File: config.mk
export PLATFORM = sky130hd
export DESIGN_NAME = rtc_top
export DESIGN_NICKNAME = d
export VERILOG_FILES = /design/src/rtc_pkg.sv /design/src/rtc_tick_if.sv /design/src/rtc_top.sv /design/src/rtc_prescaler.sv
export SDC_FILE = /design/constraint.sdc
export NUM_CORES = 1
export LEC_CHECK = 0
export BUFFER_PORTS_ARGS = -buffer_cell sky130_fd_sc_hd__clkbuf_2
export CAP_MARGIN = 20
export CORE_ASPECT_RATIO = 0.7
export CORE_MARGIN = 1
export CORE_UTILIZATION = 30
export CTS_CLUSTER_SIZE = 14
export DETAILED_ROUTE_END_ITERATION = 12
export PLACE_DENSITY = 0.57
export SYNTH_ARGS = -nofsm -noshare
export SYNTH_HDL_FRONTEND = slang
export SYNTH_HIERARCHICAL = 1
export SYNTH_SLANG_ARGS = --single-unit
File: constraint.sdc
create_clock -name REF_CLK_I -period 5.1 [get_ports REF_CLK_I]
set_input_delay 0.51 -clock REF_CLK_I [delete_from_list [all_inputs] [get_ports REF_CLK_I]]
set_output_delay 0.51 -clock REF_CLK_I [all_outputs]
set_load 0.02 [all_outputs]
File: src/rtc_pkg.sv
package rtc_pkg;
   localparam int DATA_W = 32;
   localparam int ADDR_W = 12;
   localparam int DIV_W = 20;
   localparam int PRE_W = 6;
   localparam int TIME_W = 32;
   localparam logic [5:0] PRE_LAST = 6'h3f;
   // register byte offsets
   localparam logic [11:0] OFF_CTRL = 12'h000;
   localparam logic [11:0] OFF_PERIOD = 12'h004;
   localparam logic [11:0] OFF_DIVCNT = 12'h008;
   localparam logic [11:0] OFF_TIME = 12'h00c;
   localparam logic [11:0] OFF_ALARM = 12'h010;
   localparam logic [11:0] OFF_NTICK = 12'h014;
   localparam logic [11:0] OFF_STATUS = 12'h018;
   localparam logic [11:0] OFF_MASK = 12'h01c;
   localparam logic [11:0] OFF_ROUTE = 12'h020;
   localparam logic [11:0] OFF_PRECNT = 12'h024;
   // control register fields
   localparam int CTRL_EN = 0;
   localparam int CTRL_RUN_IDLE = 1;
   localparam int CTRL_RUN_PD = 2;
   localparam int CTRL_OSC_OFF = 3;
   localparam int CTRL_WAKE_CFG = 4;
   localparam int CTRL_SRC_LP = 5;
   localparam int CTRL_W = 6;
   // status / mask fields
   localparam int ST_TICK = 0;
   localparam int ST_NTICK = 1;
   localparam int ST_ALARM = 2;
   localparam int ST_W = 3;
   localparam logic [5:0] CTRL_RST = 6'h01;
   localparam logic [19:0] PERIOD_RST = 20'h00000;
   localparam logic [31:0] NTICK_RST = 32'h00000000;
   localparam logic [31:0] ALARM_RST = 32'hffffffff;
   localparam logic [31:0] WORD_ZERO = 32'h00000000;
   localparam logic [31:0] WORD_ONE = 32'h00000001;
   localparam logic [19:0] DIV_ZERO = 20'h00000;
   localparam logic [5:0] PRE_ZERO = 6'h00;
   localparam logic [2:0] ST_ZERO = 3'h0;
   localparam logic [1:0] ROUTE_RST = 2'h0;
endpackage : rtc_pkg

File: src/rtc_tick_if.sv
`timescale 1ns/1ps
interface rtc_tick_if;
   logic        run;
   logic        tick;
   logic [19:0] period;
   logic [19:0] div_cnt;
   logic [5:0]  pre_cnt;
   modport prod (input run, input period, output tick, output div_cnt, output pre_cnt);
   modport cons (output run, output period, input tick, input div_cnt, input pre_cnt);
endinterface : rtc_tick_if

File: src/rtc_top.sv
// Decided for this implementation: the APB interface to the registers and the register addresses.
`timescale 1ns/1ps
// Operation
// - counter clock is main or low-power oscillator, not the gated cpu clock
// - keeps counting in idle or power down when enabled for it
// - interrupt every tick and after every n+1 ticks for programmed n, when enabled
// - divider stages plus time counter form a 58-bit timer
// - with wake config set, leaves power down after programmed delay
// - a fixed divide-by-64 stage feeds the 20-bit divider
// - divider reloads from the period register each tick
// - the period register sets the tick period
// - tick interrupt request may be raised once per tick period
// - software-writable 32-bit time counter advances on each tick
// - time counter is compared continuously with the alarm register
// - equality of time and alarm raises the alarm request
// - n-tick and alarm requests routable to a wake-capable external interrupt
// - oscillator-off bit stops the oscillator on entry to power down
// - timer disabled and power down stops both oscillators
// - low-power oscillation found at reset selects it; main osc off in power down
// - otherwise main osc drives counter and stays on in power down unless disabled
// - registers are reached over the peripheral bus
module rtc_top #(
   parameter int TIME_W = 32
) (
   input  wire logic        REF_CLK_I,
   input  wire logic        RST_I,
   input  wire logic        LP_OSC_PRESENT_I,
   input  wire logic        IDLE_I,
   input  wire logic        POWERDOWN_I,
   input  wire logic        PSEL_I,
   input  wire logic        PENABLE_I,
   input  wire logic        PWRITE_I,
   input  wire logic [11:0] PADDR_I,
   input  wire logic [31:0] PWDATA_I,
   output logic      [31:0] PRDATA_O,
   output logic             PREADY_O,
   output logic             PSLVERR_O,
   output logic             IRQ_O,
   output logic             EXT_IRQ_O,
   output logic             WAKE_O,
   output logic             MAIN_OSC_EN_O,
   output logic             LP_OSC_EN_O,
   output logic             SRC_LP_O
);
   rtc_tick_if tk ();

   logic [rtc_pkg::CTRL_W-1:0] ctrl;
   logic [rtc_pkg::DIV_W-1:0]  period;
   logic [TIME_W-1:0]          time_cnt;
   logic [TIME_W-1:0]          alarm;
   logic [31:0]                ntick;
   logic [31:0]                ntick_cnt;
   logic [rtc_pkg::ST_W-1:0]   status;
   logic [rtc_pkg::ST_W-1:0]   mask;
   logic [1:0]                 route;
   logic                       src_lp;
   logic                       src_caught;
   logic                       alarm_eq_q;
   logic                       wr;
   logic                       rd;
   logic                       hit;
   logic [31:0]                rd_data;
   logic                       run;
   logic                       ev_tick;
   logic                       ev_ntick;
   logic                       ev_alarm;
   logic                       alarm_eq;
   logic [rtc_pkg::ST_W-1:0]   ev;
   logic [rtc_pkg::ST_W-1:0]   next_status;

   // bus access; pready answers in the access cycle itself
   assign wr = PSEL_I && PENABLE_I && PWRITE_I;
   assign rd = PSEL_I && PENABLE_I && !PWRITE_I;

   // the counter runs off the selected oscillator; power modes gate it
   always_comb begin
      run = ctrl[rtc_pkg::CTRL_EN];
      if (POWERDOWN_I) begin
         run = run && ctrl[rtc_pkg::CTRL_RUN_PD] && !ctrl[rtc_pkg::CTRL_OSC_OFF];
      end else if (IDLE_I) begin
         run = run && ctrl[rtc_pkg::CTRL_RUN_IDLE];
      end
   end

   assign tk.run    = run;
   assign tk.period = period;

   rtc_prescaler u_pre (
      .clk_i (REF_CLK_I),
      .rst_i (RST_I),
      .tk    (tk)
   );

   assign alarm_eq = (time_cnt == alarm);
   assign ev_tick  = tk.tick;
   assign ev_ntick = tk.tick && (ntick_cnt == ntick);
   assign ev_alarm = alarm_eq && !alarm_eq_q;
   assign ev = {ev_alarm, ev_ntick, ev_tick};

   // source choice caught once after the reset release
   always_ff @(posedge REF_CLK_I) begin
      if (RST_I) begin
         src_lp     <= 1'b0;
         src_caught <= 1'b0;
      end else if (!src_caught) begin
         src_lp     <= LP_OSC_PRESENT_I;
         src_caught <= 1'b1;
      end
   end

   always_ff @(posedge REF_CLK_I) begin
      if (RST_I) begin
         ctrl   <= rtc_pkg::CTRL_RST;
         period <= rtc_pkg::PERIOD_RST;
         ntick  <= rtc_pkg::NTICK_RST;
         mask   <= rtc_pkg::ST_ZERO;
         route  <= rtc_pkg::ROUTE_RST;
      end else if (wr) begin
         if (PADDR_I == rtc_pkg::OFF_CTRL) begin
            ctrl <= PWDATA_I[rtc_pkg::CTRL_W-1:0];
         end else if (PADDR_I == rtc_pkg::OFF_PERIOD) begin
            period <= PWDATA_I[rtc_pkg::DIV_W-1:0];
         end else if (PADDR_I == rtc_pkg::OFF_NTICK) begin
            ntick <= PWDATA_I;
         end else if (PADDR_I == rtc_pkg::OFF_MASK) begin
            mask <= PWDATA_I[rtc_pkg::ST_W-1:0];
         end else if (PADDR_I == rtc_pkg::OFF_ROUTE) begin
            route <= PWDATA_I[1:0];
         end
      end
   end

   // time counter: software write sets the time, tick advances it
   always_ff @(posedge REF_CLK_I) begin
      if (RST_I) begin
         time_cnt <= TIME_W'(0);
      end else if (wr && PADDR_I == rtc_pkg::OFF_TIME) begin
         time_cnt <= PWDATA_I[TIME_W-1:0];
      end else if (tk.tick) begin
         time_cnt <= time_cnt + TIME_W'(1);
      end
   end

   always_ff @(posedge REF_CLK_I) begin
      if (RST_I) begin
         alarm <= rtc_pkg::ALARM_RST[TIME_W-1:0];
      end else if (wr && PADDR_I == rtc_pkg::OFF_ALARM) begin
         alarm <= PWDATA_I[TIME_W-1:0];
      end
   end

   always_ff @(posedge REF_CLK_I) begin
      if (RST_I) begin
         alarm_eq_q <= 1'b0;
      end else begin
         alarm_eq_q <= alarm_eq;
      end
   end

   // n-tick counter restarts on match or when n is rewritten
   always_ff @(posedge REF_CLK_I) begin
      if (RST_I) begin
         ntick_cnt <= rtc_pkg::WORD_ZERO;
      end else if (wr && PADDR_I == rtc_pkg::OFF_NTICK) begin
         ntick_cnt <= rtc_pkg::WORD_ZERO;
      end else if (ev_ntick) begin
         ntick_cnt <= rtc_pkg::WORD_ZERO;
      end else if (tk.tick) begin
         ntick_cnt <= ntick_cnt + rtc_pkg::WORD_ONE;
      end
   end

   // sticky status, write one to clear, a new event wins over the clear
   always_comb begin
      next_status = status;
      if (wr && PADDR_I == rtc_pkg::OFF_STATUS) begin
         next_status = status & ~PWDATA_I[rtc_pkg::ST_W-1:0];
      end
      next_status = next_status | ev;
   end

   always_ff @(posedge REF_CLK_I) begin
      if (RST_I) begin
         status <= rtc_pkg::ST_ZERO;
      end else begin
         status <= next_status;
      end
   end

   always_comb begin
      hit     = 1'b1;
      rd_data = rtc_pkg::WORD_ZERO;
      if (PADDR_I == rtc_pkg::OFF_CTRL) begin
         rd_data[rtc_pkg::CTRL_W-1:0] = ctrl;
         rd_data[rtc_pkg::CTRL_SRC_LP] = src_lp;
      end else if (PADDR_I == rtc_pkg::OFF_PERIOD) begin
         rd_data[rtc_pkg::DIV_W-1:0] = period;
      end else if (PADDR_I == rtc_pkg::OFF_DIVCNT) begin
         rd_data[rtc_pkg::DIV_W-1:0] = tk.div_cnt;
      end else if (PADDR_I == rtc_pkg::OFF_TIME) begin
         rd_data[TIME_W-1:0] = time_cnt;
      end else if (PADDR_I == rtc_pkg::OFF_ALARM) begin
         rd_data[TIME_W-1:0] = alarm;
      end else if (PADDR_I == rtc_pkg::OFF_NTICK) begin
         rd_data = ntick;
      end else if (PADDR_I == rtc_pkg::OFF_STATUS) begin
         rd_data[rtc_pkg::ST_W-1:0] = status;
      end else if (PADDR_I == rtc_pkg::OFF_MASK) begin
         rd_data[rtc_pkg::ST_W-1:0] = mask;
      end else if (PADDR_I == rtc_pkg::OFF_ROUTE) begin
         rd_data[1:0] = route;
      end else if (PADDR_I == rtc_pkg::OFF_PRECNT) begin
         rd_data[rtc_pkg::PRE_W-1:0] = tk.pre_cnt;
      end else begin
         hit = 1'b0;
      end
   end

   always_ff @(posedge REF_CLK_I) begin
      if (RST_I) begin
         PRDATA_O  <= rtc_pkg::WORD_ZERO;
         PREADY_O  <= 1'b0;
         PSLVERR_O <= 1'b0;
      end else begin
         PREADY_O  <= PSEL_I && !PENABLE_I;
         PSLVERR_O <= PSEL_I && !PENABLE_I && !hit;
         if (PSEL_I && !PENABLE_I) begin
            PRDATA_O <= rd_data;
         end
      end
   end

   // outputs
   always_ff @(posedge REF_CLK_I) begin
      if (RST_I) begin
         IRQ_O         <= 1'b0;
         EXT_IRQ_O     <= 1'b0;
         WAKE_O        <= 1'b0;
         MAIN_OSC_EN_O <= 1'b1;
         LP_OSC_EN_O   <= 1'b1;
         SRC_LP_O      <= 1'b0;
      end else begin
         IRQ_O     <= |(next_status & mask);
         EXT_IRQ_O <= |(next_status[rtc_pkg::ST_ALARM:rtc_pkg::ST_NTICK] & route);
         WAKE_O    <= POWERDOWN_I && ctrl[rtc_pkg::CTRL_WAKE_CFG]
                      && |(next_status[rtc_pkg::ST_ALARM:rtc_pkg::ST_NTICK] & route);
         SRC_LP_O  <= src_lp;
         if (POWERDOWN_I) begin
            if (!ctrl[rtc_pkg::CTRL_EN]) begin
               MAIN_OSC_EN_O <= 1'b0;
               LP_OSC_EN_O   <= 1'b0;
            end else if (src_lp) begin
               MAIN_OSC_EN_O <= 1'b0;
               LP_OSC_EN_O   <= !ctrl[rtc_pkg::CTRL_OSC_OFF];
            end else begin
               MAIN_OSC_EN_O <= !ctrl[rtc_pkg::CTRL_OSC_OFF];
               LP_OSC_EN_O   <= 1'b0;
            end
         end else begin
            MAIN_OSC_EN_O <= 1'b1;
            LP_OSC_EN_O   <= 1'b1;
         end
      end
   end
endmodule : rtc_top

File: src/rtc_prescaler.sv
`timescale 1ns/1ps
module rtc_prescaler (
   input  wire logic   clk_i,
   input  wire logic   rst_i,
   rtc_tick_if.prod    tk
);
   logic [rtc_pkg::PRE_W-1:0] pre;
   logic [rtc_pkg::DIV_W-1:0] div;
   logic                      pre_wrap;

   // fixed divide-by-64 ahead of the reloadable divider
   assign pre_wrap = tk.run && (pre == rtc_pkg::PRE_LAST);

   always_ff @(posedge clk_i) begin
      if (rst_i) begin
         pre <= rtc_pkg::PRE_ZERO;
      end else if (tk.run) begin
         pre <= pre + 6'h01;
      end
   end

   // down counter; tick when it expires, then reload from the period value
   always_ff @(posedge clk_i) begin
      if (rst_i) begin
         div     <= rtc_pkg::DIV_ZERO;
         tk.tick <= 1'b0;
      end else begin
         tk.tick <= 1'b0;
         if (pre_wrap) begin
            if (div == rtc_pkg::DIV_ZERO) begin
               div     <= tk.period;
               tk.tick <= 1'b1;
            end else begin
               div <= div - 20'h00001;
            end
         end
      end
   end

   assign tk.div_cnt = div;
   assign tk.pre_cnt = pre;
endmodule : rtc_prescaler

==> metrics.cfg <==
[synthesis]
synth.largest_area_cell=dfxtp_1
ys_seq_elements=231
synth.most_common_cell=nand2_1
synth_edf_count=0
ys.warnings.count=6
ys.flop_type=dfxtp_1
avgSynthCellArea_um2=8.11
syn-num-nets=1490
netlist_top_cells_count=246 x nand2_1, 231 x dfxtp_1, 169 x nor2_1
synthCells=1433
yosysSeqAreaShare=0.398
synth_cell_types=73
synth_async_sr_flop_share=0
syn_area_um2=11600
ys_top_cells_by_area=dfxtp_1 40%, nand2_1 7.9%, xor2_1 7.2%, nor2_1 5.5%, a21oi_1 3.7%
synth_top_area_share=0.398

[sta]
fin_crit_sh=0.541
final.setup_skew_ns=0.0120
fmax_ghz=0.363
drv_slew=0
setup_viol_count_final=0
rsz0062_at_grt=false
relSlewSlack=0.249
worst_pin_slew_ns=1.12
fin_setup_tns_ns=0
finalHoldViolCount=0
period_needed_ns=2.76
setup_slack_ns=2.34

[detailed_routing]
detail_route.wl_per_cell_um=20.4
routed_wirelength_mm=40.5
viasPerCell=5.44
antenna_left=0
firstDrtPassIters=6
wl_met3_mm=4.06
route.detailed.drc=0
top_layer=met5
vias=10800
wl_met1_mm=20.3
drtIter0Drc=1411
dr_wl_met2_mm=15.4

[floorplanning]
initial_core_util=0.309
num_rows=59
ios=92
coreArea_um2=37600
die_w_um=237
die_h_um=167
die_area_um2=39500

[cts]
h-tree-depth=1
clk_latency_ns=0.53
cts.clk_slew.worst_paths_ns=0.07
ctsLongestPathBuffers=3
hold_buffers=0
postCtsSetupRepairBufs=0
cts_resized=0
cts_tree=yes
cts_root_buffer=clkbuf_16
cts_made_buffers=23
clock_sinks=231

[cells_and_area]
drive_gt1_frac=0.130
seq_area_um2=4620
nNetsFinal=1541
fin_area_um2=13200
multi_input_area_um2=6500
diodes=0
fillers=3990
areaGrowthSynthToFinish_pct=13.7

[setup_path]
r2r_start=time_cnt[10]
crit_path_end_kind=register
cpMostUsedCell=nand4_1
cp_cell_sequence=nand4_1, or3_1, nor4b_2, nand4_1, xor2_1, a211oi_1
max_stage_delay_ns=0.67
cp_max_fo=7
cp.required_ns=5.55
startpoint=time_cnt[10]
crit_type=register to register
critPathSlowestCell=nor4b_2
arrival_ns=3.20
cp_num_buf_inv=0
critPathLaunchType=register
crit_family=simple AND/OR/NAND/NOR gates

[power_and_ir_drop]
leakagePower_nw=4.79
power_mw=3.71
vdd_drop_max_uv=195
power_density_nw_per_um2=281

[min_path]
min_path_type=input port to register
holdCritStartpoint=PWDATA_I[27]

[place]
hpwlAfterDp_mm=29.4
pre_cts_slack_ns=1.89
place_area_um2=12500
portBuffers=91
gp_congestion=0.924

[global_route]
grt_pass1_vias=9890
antenna_found_initial=1
grt_overflow=0
grt_pass1_wl_mm=61.5
grtUsageTotal=0.201
grt_max_degree=65

[job]
drv_cap=0

[outcome]
outcome=completed

[cell families (layout without fill, tap and decap cells)]
family                     count (synthesis)  after routing  synth area share
and+or+nand+nor                          644            644             0.265
AOI/OAI and AO/OA                        276            276             0.161
DFF                                      231            231             0.398
xor gates and xnor gates                 130            130            0.0980
buffers and inverters                    113            180            0.0437
muxes                                     34             34            0.0294
adders and majority gates                  5              5           0.00538
[cell usage in the layout, fill, tap and decap left out, types with 11 or more instances in the layout]
cell,Yosys,routed
nand2_1,246,246
dfxtp_1,231,231
nor2_1,169,168
xor2_1,96,96
clkbuf_2,0,90
a21oi_1,85,85
nand3_1,65,65
o21ai_0,46,46
a211oi_1,43,43
xnor2_1,34,34
mux2i_1,33,33
nand4_1,30,30
inv_1,26,26
nor3_1,24,23
clkbuf_16,0,23
nor4_1,22,22
buf_4,0,22
a22oi_1,15,15
a222oi_1,12,12
and3_1,11,11
o22ai_1,11,11
[where the power goes]
| part | internal (mW) | leakage (nW) | switching, mW |
|---|---|---|---|
| combinational | 0.0514 | 2.57 | 0.134 |
| clock | 0.959 | 0.355 | 0.742 |
| sequential | 1.81 | 1.86 | 0.00705 |
[per-stage QoR]
stage,hold WS (ns),utilization,std cells
6_report,0.237,0.351,1988
2_1_floorplan,0.444,-,1433
3_3_place_gp,0.441,0.331,1946
5_1_grt,0.251,0.351,1988
3_5_place_dp,0.448,0.331,1946
4_1_cts,0.226,0.350,1987
[sequential cells by signal, summed over array words and instances, names as in the netlist, 2 cells and up]
register	flops
u_pre/tk.pre_cnt	6
u_pre/tk.div_cnt	20
route	2
ntick	32
PRDATA_O	32
alarm	32
time_cnt	32
status	3
period	20
ctrl	5
ntick_cnt	32
mask	3
[area by class of cell]
cell class,instances,share of cell area
timing repair buffer,113,0.0487
clock buffer,36,0.0511
sequential,231,0.350
multi-input combinational,1089,0.492
tap,488,0.0462
clock inverter,5,0.00426
inverter,26,0.00739
[layer usage]
metal,up-vias,global-route usage
met5,-,0.0194
met3,51,0.0446
met2,460,0.264
met1,5151,0.323
li1,5153,-
met4,2,0.0362
[path summary, 6_finish.rpt]
path / to / slack [ns] / cells after the start
hold reg to reg: PRDATA_O[10] / 0.46 / 2
hold / removal: alarm[27] / 0.24 / 3
setup reg to reg: time_cnt[28] / 2.34 / 6
setup / recovery: time_cnt[28] / 2.34 / 6
[worst register-to-register path: stages, from the launching register on]
cell,delay [ns]
dfxtp_1,0.59
nand4_1,0.28
or3_1,0.56
nor4b_2,0.67
nand4_1,0.19
xor2_1,0.17
a211oi_1,0.21
Note: power is estimated with default switching activity, not from simulation.
